===== config.mk =====
export PLATFORM = sky130hd
export DESIGN_NAME = port8_9_pin_function_mux
export DESIGN_NICKNAME = d
export VERILOG_FILES = /design/src/pinmux_pkg.sv /design/src/pin_sync.sv /design/src/io_select.sv /design/src/port8_9_pin_function_mux.sv
export VERILOG_INCLUDE_DIRS = /design/src /design/src/src
export SDC_FILE = /design/constraint.sdc
export NUM_CORES = 1
export LEC_CHECK = 0
export BUFFER_PORTS_ARGS = -buffer_cell sky130_fd_sc_hd__buf_4
export CORE_MARGIN = 1
export CORE_UTILIZATION = 55
export CTS_CLUSTER_SIZE = 28
export DETAILED_ROUTE_END_ITERATION = 6
export PLACE_DENSITY = 0.8
export SETUP_SLACK_MARGIN = 0.1
export SYNTH_ARGS = -nofsm -noshare
export SYNTH_HDL_FRONTEND = slang
export SYNTH_HIERARCHICAL = 1
export SYNTH_SLANG_ARGS = --single-unit

===== constraint.sdc =====
create_clock -name clk -period 6 [get_ports clk]
set_clock_uncertainty 0.1 [all_clocks]
set_input_delay 0.6 -clock clk [delete_from_list [all_inputs] [get_ports clk]]
set_output_delay 0.6 -clock clk [all_outputs]
set_load 0.1 [all_outputs]

===== src/pinmux_defs.svh =====
// offsets, field positions, reset values and widths of the pin mux block
`ifndef PINMUX_DEFS_SVH
`define PINMUX_DEFS_SVH

// register byte offsets on the apb bus
`define OFF_P8_DIR    8'h00
`define OFF_P8_DATA   8'h04
`define OFF_P9_DIR    8'h08
`define OFF_P9_DATA   8'h0c
`define OFF_PIN_CTL   8'h10
`define OFF_PIN_STAT  8'h14

// widths of the port slices handled here
`define P8_W          6
`define P9_W          8
`define CTL_W         14
`define PIN_N         14

// control register field positions
`define CTL_SPS       0
`define CTL_RXE       1
`define CTL_TXE       2
`define CTL_INT4      3
`define CTL_INT3      4
`define CTL_HL_LSB    5
`define CTL_HL_MSB    7
`define CTL_FGA       8
`define CTL_PMEV      9
`define CTL_I2C_ON    10
`define CTL_IAS       11
`define CTL_IBS       12
`define CTL_SUBCLK    13

// port 9 special bit positions
`define P9_PHI_BIT    6
`define P9_SDA_BIT    7

// reset values
`define P8_DIR_RST    6'h00
`define P8_OUT_RST    6'h00
`define P9_DIR_RST    8'h00
`define P9_OUT_RST    8'h00
`define CTL_RST       14'h0000

// stages of the pin input synchroniser
`define SYNC_STAGES   3

`endif


===== src/pinmux_pkg.sv =====
// types shared by the pin mux block
package pinmux_pkg;

    // function now held by the sda pin, one-hot
    typedef enum logic [2:0] {
        FN97_GPIN  = 3'b001,
        FN97_GPOUT = 3'b010,
        FN97_SDA   = 3'b100
    } pin97_fn_t;

    // whole registered state of the mux
    typedef struct packed {
        logic [5:0]  p8_dir;     // port 8 direction, pins 80..85
        logic [5:0]  p8_out;     // port 8 output latch
        logic [7:0]  p9_dir;     // port9_direction
        logic [7:0]  p9_out;     // port9_output_latch
        logic [13:0] ctl;        // function enables
        logic [31:0] rdata;      // apb read data
        logic [5:0]  p8_o;       // pad levels, port 8
        logic [5:0]  p8_oe;      // pad enables, port 8
        logic [7:0]  p9_o;       // pad levels, port 9
        logic [7:0]  p9_oe;      // pad enables, port 9
        logic        phi_on;     // pin 96 carries the system clock
        logic        rx_q;       // serial receive level
        logic        int4_q;     // interrupt 4 level
        logic        int3_q;     // interrupt 3 level
        logic        pd_q;       // host link power-down level
        logic        ckrun_q;    // clock-run level
        logic        a20_q;      // gate-a20 level
        logic        pmev_q;     // power event level
        logic        sda_q;      // i2c data level
        logic        subclk_q;   // external subclock level
    } state_t;

endpackage


===== src/pin_sync.sv =====
// three-stage synchroniser with agreement filter for pad inputs
`timescale 1ns/1ns
module pin_sync #(
    parameter int W = 8
) (
    input  wire logic         clk,
    input  wire logic         rst,
    input  wire logic         ce,
    input  wire logic [W-1:0] d,
    output logic      [W-1:0] q
);
    // all stages kept together
    typedef struct packed {
        logic [W-1:0] s1;   // metastable stage, read only by s2
        logic [W-1:0] s2;
        logic [W-1:0] s3;
        logic [W-1:0] q;
    } sync_t;

    sync_t sync_reg;
    sync_t sync_next;

    // a change counts only when stages two and three agree
    always_comb begin
        sync_next = sync_reg;
        if (ce) begin
            sync_next.s1 = d;
            sync_next.s2 = sync_reg.s1;
            sync_next.s3 = sync_reg.s2;
            for (int i = 0; i < W; i++) begin
                if (sync_reg.s2[i] == sync_reg.s3[i]) begin
                    sync_next.q[i] = sync_reg.s3[i];
                end
            end
        end
    end

    // state register
    always_ff @(posedge clk or posedge rst) begin
        if (rst) begin
            sync_reg <= '0;
        end else begin
            sync_reg <= sync_next;
        end
    end

    assign q = sync_reg.q;
endmodule


===== src/io_select.sv =====
// per-pin choice between a peripheral function and general i/o
`timescale 1ns/1ns
module io_select (
    input  wire logic take,
    input  wire logic func_o,
    input  wire logic func_oe,
    input  wire logic dir,
    input  wire logic latch,
    output logic      o,
    output logic      oe
);
    // peripheral wins when it takes the pin, else direction bit rules
    always_comb begin
        if (take) begin
            o  = func_o;
            oe = func_oe;
        end else begin
            o  = latch;
            oe = dir;
        end
    end
endmodule


===== src/port8_9_pin_function_mux.sv =====
// pin function mux for pins 80..85 and port 9, with apb registers
//
// Design decisions made here: the APB interface to the registers and the address map.
`include "pinmux_defs.svh"
`timescale 1ns/1ns
module port8_9_pin_function_mux
    import pinmux_pkg::*;
(
    input  wire logic        clk,
    input  wire logic        rst,
    input  wire logic        ce,
    input  wire logic [7:0]  paddr,
    input  wire logic        psel,
    input  wire logic        penable,
    input  wire logic        pwrite,
    input  wire logic [31:0] pwdata,
    output logic      [31:0] prdata,
    output logic             pready,
    output logic             pslverr,
    input  wire logic [5:0]  pad8_i,
    output logic      [5:0]  pad8_o,
    output logic      [5:0]  pad8_oe,
    input  wire logic [7:0]  pad9_i,
    output logic      [7:0]  pad9_o,
    output logic      [7:0]  pad9_oe,
    input  wire logic        serial_tx_out_1,
    output logic             serial_rx_in_1,
    output logic             ext_int4_input,
    output logic             ext_int3_input,
    output logic             host_link_powerdown_in,
    input  wire logic        ckrun_drive_o,
    input  wire logic        ckrun_drive_oe,
    output logic             host_clock_run_line,
    input  wire logic        a20_drive_o,
    output logic             gate_a20_line,
    input  wire logic        pm_event_drive_o,
    output logic             power_mgmt_event_line,
    input  wire logic        sda_drive_low,
    output logic             i2c0_data_line,
    output logic             ext_subclock_in,
    input  wire logic        sys_clk_phi
);
    state_t            state_reg;    // registered state
    state_t            state_next;   // its next value
    logic [5:0]        sync8;        // filtered port 8 pad levels
    logic [7:0]        sync9;        // filtered port 9 pad levels
    logic [31:0]       rd_word;      // read data chosen in setup
    logic              addr_hit;     // address maps to a register
    pin97_fn_t         fn97;         // present sda pin function
    logic [`PIN_N-1:0] take_v;       // peripheral owns pin
    logic [`PIN_N-1:0] fo_v;         // peripheral pad level
    logic [`PIN_N-1:0] foe_v;        // peripheral pad enable
    logic [`PIN_N-1:0] dir_v;        // direction bits, all pins
    logic [`PIN_N-1:0] lat_v;        // output latches, all pins
    logic [`PIN_N-1:0] sel_o;        // chosen pad level
    logic [`PIN_N-1:0] sel_oe;       // chosen pad enable

    // decoded control bits
    logic       serial_pin_route_sel;
    logic       rx_on_ctl;
    logic       tx_on_ctl;
    logic       ext_int4_allow;
    logic       ext_int3_allow;
    logic [2:0] host_link_ch_enables;
    logic       fast_gate_a20_en;
    logic       pm_event_out_en;
    logic       i2c_unit_on;
    logic       i2c0_route_a_sel;
    logic       i2c0_route_b_sel;
    logic       ext_subclk_in_en;
    logic       rx_take;      // serial owns receive pin
    logic       tx_take;      // serial owns transmit pin
    logic       hl_any;       // any host link channel on
    logic       sda_pin_take; // i2c owns pin 97
    logic       subclk_take;  // subclock input on pin 96
    logic       pin96_dir;    // direction of the clock pin

    // field split of the control register
    assign serial_pin_route_sel = state_reg.ctl[`CTL_SPS];
    assign rx_on_ctl            = state_reg.ctl[`CTL_RXE];
    assign tx_on_ctl            = state_reg.ctl[`CTL_TXE];
    assign ext_int4_allow       = state_reg.ctl[`CTL_INT4];
    assign ext_int3_allow       = state_reg.ctl[`CTL_INT3];
    assign host_link_ch_enables = state_reg.ctl[`CTL_HL_MSB:`CTL_HL_LSB];
    assign fast_gate_a20_en     = state_reg.ctl[`CTL_FGA];
    assign pm_event_out_en      = state_reg.ctl[`CTL_PMEV];
    assign i2c_unit_on          = state_reg.ctl[`CTL_I2C_ON];
    assign i2c0_route_a_sel     = state_reg.ctl[`CTL_IAS];
    assign i2c0_route_b_sel     = state_reg.ctl[`CTL_IBS];
    assign ext_subclk_in_en     = state_reg.ctl[`CTL_SUBCLK];
    assign pin96_dir            = state_reg.p9_dir[`P9_PHI_BIT];

    // pin ownership terms
    assign rx_take = !serial_pin_route_sel && rx_on_ctl;
    assign tx_take = !serial_pin_route_sel && tx_on_ctl;
    assign hl_any  = |host_link_ch_enables;
    assign sda_pin_take = i2c_unit_on &&
        !(i2c0_route_a_sel || i2c0_route_b_sel);
    assign subclk_take = ext_subclk_in_en && !pin96_dir;

    // pad inputs come from outside the clock domain
    pin_sync #(.W(`P8_W)) u_sync8 (
        .clk (clk),
        .rst (rst),
        .ce  (ce),
        .d   (pad8_i),
        .q   (sync8)
    );

    pin_sync #(.W(`P9_W)) u_sync9 (
        .clk (clk),
        .rst (rst),
        .ce  (ce),
        .d   (pad9_i),
        .q   (sync9)
    );

    // per-pin peripheral requests; index 0..5 pins 80..85, 6..13 port 9
    always_comb begin
        take_v = '0;
        fo_v   = '0;
        foe_v  = '0;
        take_v[0] = pm_event_out_en;
        fo_v[0]   = pm_event_drive_o;
        foe_v[0]  = 1'b1;
        take_v[1] = fast_gate_a20_en;
        fo_v[1]   = a20_drive_o;
        foe_v[1]  = 1'b1;
        take_v[2] = hl_any;
        fo_v[2]   = ckrun_drive_o;
        foe_v[2]  = ckrun_drive_oe;
        take_v[4] = tx_take;
        fo_v[4]   = serial_tx_out_1;
        foe_v[4]  = 1'b1;
        take_v[5] = rx_take;
        // subclock input holds the pin as input whatever the direction
        take_v[6 + `P9_PHI_BIT] = ext_subclk_in_en;
        // open drain: only ever pull low
        take_v[6 + `P9_SDA_BIT] = sda_pin_take;
        foe_v[6 + `P9_SDA_BIT]  = sda_drive_low;
    end

    assign dir_v = {state_reg.p9_dir, state_reg.p8_dir};
    assign lat_v = {state_reg.p9_out, state_reg.p8_out};

    // one selector per pin, plain gpio where nothing takes it
    generate
        for (genvar g = 0; g < `PIN_N; g++) begin : g_pin
            io_select u_sel (
                .take    (take_v[g]),
                .func_o  (fo_v[g]),
                .func_oe (foe_v[g]),
                .dir     (dir_v[g]),
                .latch   (lat_v[g]),
                .o       (sel_o[g]),
                .oe      (sel_oe[g])
            );
        end
    endgenerate

    // sda pin function for the status register
    always_comb begin
        if (sda_pin_take) begin
            fn97 = FN97_SDA;
        end else if (state_reg.p9_dir[`P9_SDA_BIT]) begin
            fn97 = FN97_GPOUT;
        end else begin
            fn97 = FN97_GPIN;
        end
    end

    // read data decode
    always_comb begin
        rd_word  = 32'h0000_0000;
        addr_hit = 1'b1;
        if (paddr == `OFF_P8_DIR) begin
            rd_word = 32'h0000_0000; // write-only, reads zero
        end else if (paddr == `OFF_P8_DATA) begin
            for (int i = 0; i < `P8_W; i++) begin
                rd_word[i] = state_reg.p8_dir[i] ?
                    state_reg.p8_out[i] : sync8[i];
            end
        end else if (paddr == `OFF_P9_DIR) begin
            rd_word = 32'h0000_0000; // write-only, reads zero
        end else if (paddr == `OFF_P9_DATA) begin
            for (int i = 0; i < `P9_W; i++) begin
                rd_word[i] = state_reg.p9_dir[i] ?
                    state_reg.p9_out[i] : sync9[i];
            end
            rd_word[`P9_PHI_BIT] = sync9[`P9_PHI_BIT];
        end else if (paddr == `OFF_PIN_CTL) begin
            rd_word[`CTL_W-1:0] = state_reg.ctl;
        end else if (paddr == `OFF_PIN_STAT) begin
            rd_word[2:0] = fn97;
            rd_word[3]   = rx_take;
            rd_word[4]   = tx_take;
            rd_word[5]   = hl_any;
            rd_word[6]   = subclk_take;
            rd_word[7]   = state_reg.phi_on;
        end else begin
            addr_hit = 1'b0; // unmapped, error answer
        end
    end

    // next state: register writes, read capture, pad and level update
    always_comb begin
        state_next = state_reg;
        if (ce) begin
            // writes land at the access edge only
            if (psel && penable && pwrite) begin
                if (paddr == `OFF_P8_DIR) begin
                    state_next.p8_dir = pwdata[`P8_W-1:0];
                end else if (paddr == `OFF_P8_DATA) begin
                    state_next.p8_out = pwdata[`P8_W-1:0];
                end else if (paddr == `OFF_P9_DIR) begin
                    state_next.p9_dir = pwdata[`P9_W-1:0];
                end else if (paddr == `OFF_P9_DATA) begin
                    // bit 6 latch is never read back, so it is harmless
                    state_next.p9_out = pwdata[`P9_W-1:0];
                end else if (paddr == `OFF_PIN_CTL) begin
                    state_next.ctl = pwdata[`CTL_W-1:0];
                end
            end
            // read data captured in setup so it comes from a flop
            if (psel && !penable) begin
                state_next.rdata = rd_word;
            end
            // pad drive registered: one clean step per change
            state_next.p8_o  = sel_o[5:0];
            state_next.p8_oe = sel_oe[5:0];
            state_next.p9_o  = sel_o[13:6];
            state_next.p9_oe = sel_oe[13:6];
            state_next.phi_on = pin96_dir && !ext_subclk_in_en;
            // levels handed to peripherals, idle high when not routed, subclock idle low; a20 and power event always follow their pins
            state_next.rx_q   = rx_take ? sync8[5] : 1'b1;
            state_next.int4_q = ext_int4_allow ? sync8[5] : 1'b1;
            state_next.int3_q = ext_int3_allow ? sync8[4] : 1'b1;
            state_next.pd_q   = hl_any ? sync8[3] : 1'b1;
            state_next.ckrun_q = hl_any ? sync8[2] : 1'b1;
            state_next.a20_q  = sync8[1];
            state_next.pmev_q = sync8[0];
            state_next.sda_q  = sda_pin_take ?
                sync9[`P9_SDA_BIT] : 1'b1;
            state_next.subclk_q = subclk_take ?
                sync9[`P9_PHI_BIT] : 1'b0;
        end
    end

    // state register
    always_ff @(posedge clk or posedge rst) begin
        if (rst) begin
            state_reg        <= '0;
            state_reg.p8_dir <= `P8_DIR_RST;
            state_reg.p8_out <= `P8_OUT_RST;
            state_reg.p9_dir <= `P9_DIR_RST;
            state_reg.p9_out <= `P9_OUT_RST;
            state_reg.ctl    <= `CTL_RST;
            state_reg.rx_q   <= 1'b1;
            state_reg.int4_q <= 1'b1;
            state_reg.int3_q <= 1'b1;
            state_reg.pd_q   <= 1'b1;
            state_reg.ckrun_q <= 1'b1;
            state_reg.sda_q  <= 1'b1;
        end else begin
            state_reg <= state_next;
        end
    end

    // bus answer: zero wait, frozen while the clock enable is low
    assign pready  = ce;
    assign pslverr = psel && penable && !addr_hit;
    assign prdata  = state_reg.rdata;

    // pads; the clock is gated in, not re-registered, to stay a clock
    assign pad8_o  = state_reg.p8_o;
    assign pad8_oe = state_reg.p8_oe;
    assign pad9_o  = {state_reg.p9_o[7],
                      state_reg.phi_on ? sys_clk_phi : state_reg.p9_o[6],
                      state_reg.p9_o[5:0]};
    assign pad9_oe = state_reg.p9_oe;

    // peripheral-side levels
    assign serial_rx_in_1         = state_reg.rx_q;
    assign ext_int4_input         = state_reg.int4_q;
    assign ext_int3_input         = state_reg.int3_q;
    assign host_link_powerdown_in = state_reg.pd_q;
    assign host_clock_run_line    = state_reg.ckrun_q;
    assign gate_a20_line          = state_reg.a20_q;
    assign power_mgmt_event_line  = state_reg.pmev_q;
    assign i2c0_data_line         = state_reg.sda_q;
    assign ext_subclock_in        = state_reg.subclk_q;
endmodule


==> run metrics <==
Slew Limit Headroom 12.50%; 1st-iter DRT viols 208; Total Routing Usage GR 21.82%; Post-synth EDFFs 0; Hold Path Class primary input to flop; Worst-path clk slew 0.06 ns; most common cell after layout, fill and taps aside dfrtp_1; Hold Fails Final Rpt 0; antenna violations before repair 0; sequential standard cell area 3761 sq um; Yosys cell types 42; number of flip-flops in the largest register 24; GRT overflow 0; ys flop type dfrtp_1; layout cells sized above 1 44.70%; Final Net Count 706; leak pwr 4.086 nW; vias 4350; number of antenna repair diodes 0; sequential-to-total area share from yosys stat 52.09%; Setup crit start kind primary input; worst path required time 6.20 ns; Ys Warns 6; TritonCTS buffer count 17; total die area 13590 sq um; vias in the first global route 4139; first-pass GRT wire length 21620 microns; Rows 41; fillcell total 969; Ports 138; via-per-instance ratio 5.286; f_max 365.3 MHz; Synth Area per Inst 13.01 sq um; Routed Antenna Nets 0; Crit Path Category primary input to flop; pwr dens 326.4 nW/um^2; WP data arrival 2.94 ns; Area growth syn-to-layout 15.60%; Slew Limit Fails 0; Synth Register Bits 150; Syn Inst Count 555; DP HPWL 9836 microns; GP Congestion 0.8654; footprint of the multi-input gates 2927 sq um; critical path fanouts, max 59; dominant cell type by area after synthesis dfrtp_1; status finished clean; Synth top area share 49.90%; RSZ-0062 raised after global routing no; top cells by area, synth dfrtp_1 50%, mux2_2 20%, buf_4 8.1%, mux2_4 2.9%, a22o_1 2.3%; worst skew pair latency 0.42 ns; most frequent cells in the layout 144 x dfrtp_1, 130 x mux2_2, 105 x buf_4; Initial Util 56.76%; first-pass detailed-route iteration total 4; Setup TNS 0 ns; Async S/R FF share, synth 100.0%; Root Buffer Master clkbuf_16; clk sinks 150; DRT Wirelength 13740 microns; # H-tree levels 4; largest net degree at the start of global routing 89; buffer count from post-CTS setup fixing 0; area of the core 12720 sq um; per-cell routed wire length 16.69 microns; Netlist Area Pre-Place 7221 sq um; maximum VDD drop 0.2109 mV; max-cap violation count 0; final setup fails 0; DRC viols 0; die width 116.6 microns; Die Y 116.6 microns; Slew @ Worst Pin 1.305 ns; CP Capture Type flop; minimum clock period after layout 2.738 ns; CTS Buffer Depth 2; period utilization 45.63%; CTS tree yes; # port buffers 101; Util after Layout 65.61%
[Yosys cell counts (all sizes together) (2+ instances only)]
master,count
a21o,13
a21oi,8
a221o,3
a22o,19
a22oi,3
a31oi,3
buf,85
clkbuf,8
conb,2
dfrtp,144
dfstp,6
inv,12
mux2,144
mux2i,15
nand2,9
nand2b,16
nand3,3
nand3b,2
nor2,16
nor2b,8
nor3,4
o21ai,7
o22ai,6
o2bb2ai,2
o31ai,2
or2,3
or3,2
[through the flow]
stage,instance area [sq um],setup WS (ns),hold slack [ns],instances,power (mW)
4_1_cts,8347,3.259,0.2907,823,2.753
5_1_grt,8347,3.106,0.2941,823,2.835
2_1_floorplan,7416,2.861,0.3189,607,1.616
3_3_place_gp,7737,2.935,0.3598,791,1.652
3_5_place_dp,7737,2.817,0.3604,791,1.673
6_report,8347,3.262,0.3105,823,2.724
[cell families (layout without fill, tap and decap cells)]
logic type	Yosys count	in the layout	synth area share [%]
multiplexers	159	159	25.26
flip-flops	150	150	52.09
buffers and inverters	105	149	10.15
AO/OA/AOI/OAI	70	70	7.139
AND/OR/NAND/NOR	69	69	5.250
other	2	54	0.1040
[cell type report]
type	instances	area share, %
Timing Repair Buffer	106	9.564
Multi-Input combinational cell	352	35.06
Sequential cell	150	45.06
Inverter	12	0.5546
Clock buffer	22	5.681
Clock inverter	9	1.499
Tap cell	172	2.578
[per-layer routing]
metal	GRT usage [%]	vias up	wire length (microns)
met2	31.87	133	6382
met3	5.864	26	829
met1	30.13	2163	6131
met4	10.80	0	393
met5	0	-	0
li1	-	2028	-
[power breakdown]
part	leakage (nW)	switching, mW	internal, mW
combinational	1.88	0.296	0.165
sequential	1.91	0.0887	1.11
clock	0.292	0.386	0.681
total	4.09	0.770	1.95
[repair_timing]
action | in CTS | in global routing
resized for setup | 0 | 0
hold buffers | 1 | 0
setup endpoints to repair | 0 | 0
endpoints found under the hold margin | 5 | 0
[final timing paths]
check,start,slack (ns),cells past startpoint,end
worst min-delay path,pad9_i[6],0.31,2,u_sync9/sync_reg[30]
min in group asynchronous,rst,0.52,3,pad9_oe[7]
worst max register to register,i2c0_route_a_sel,3.86,3,pad9_oe[7]
worst max-delay path,ce,3.26,4,fast_gate_a20_en
worst min register to register,host_link_powerdown_in,0.39,2,host_link_powerdown_in
max in group asynchronous,rst,3.96,4,pad8_o[4]
[critical path: stages]
cell     delay (ns)
buf_4          0.50
nand4_1        0.30
nor3_2         1.09
mux2_2         0.43
No activity file was read; power rests on OpenSTA's default activity.
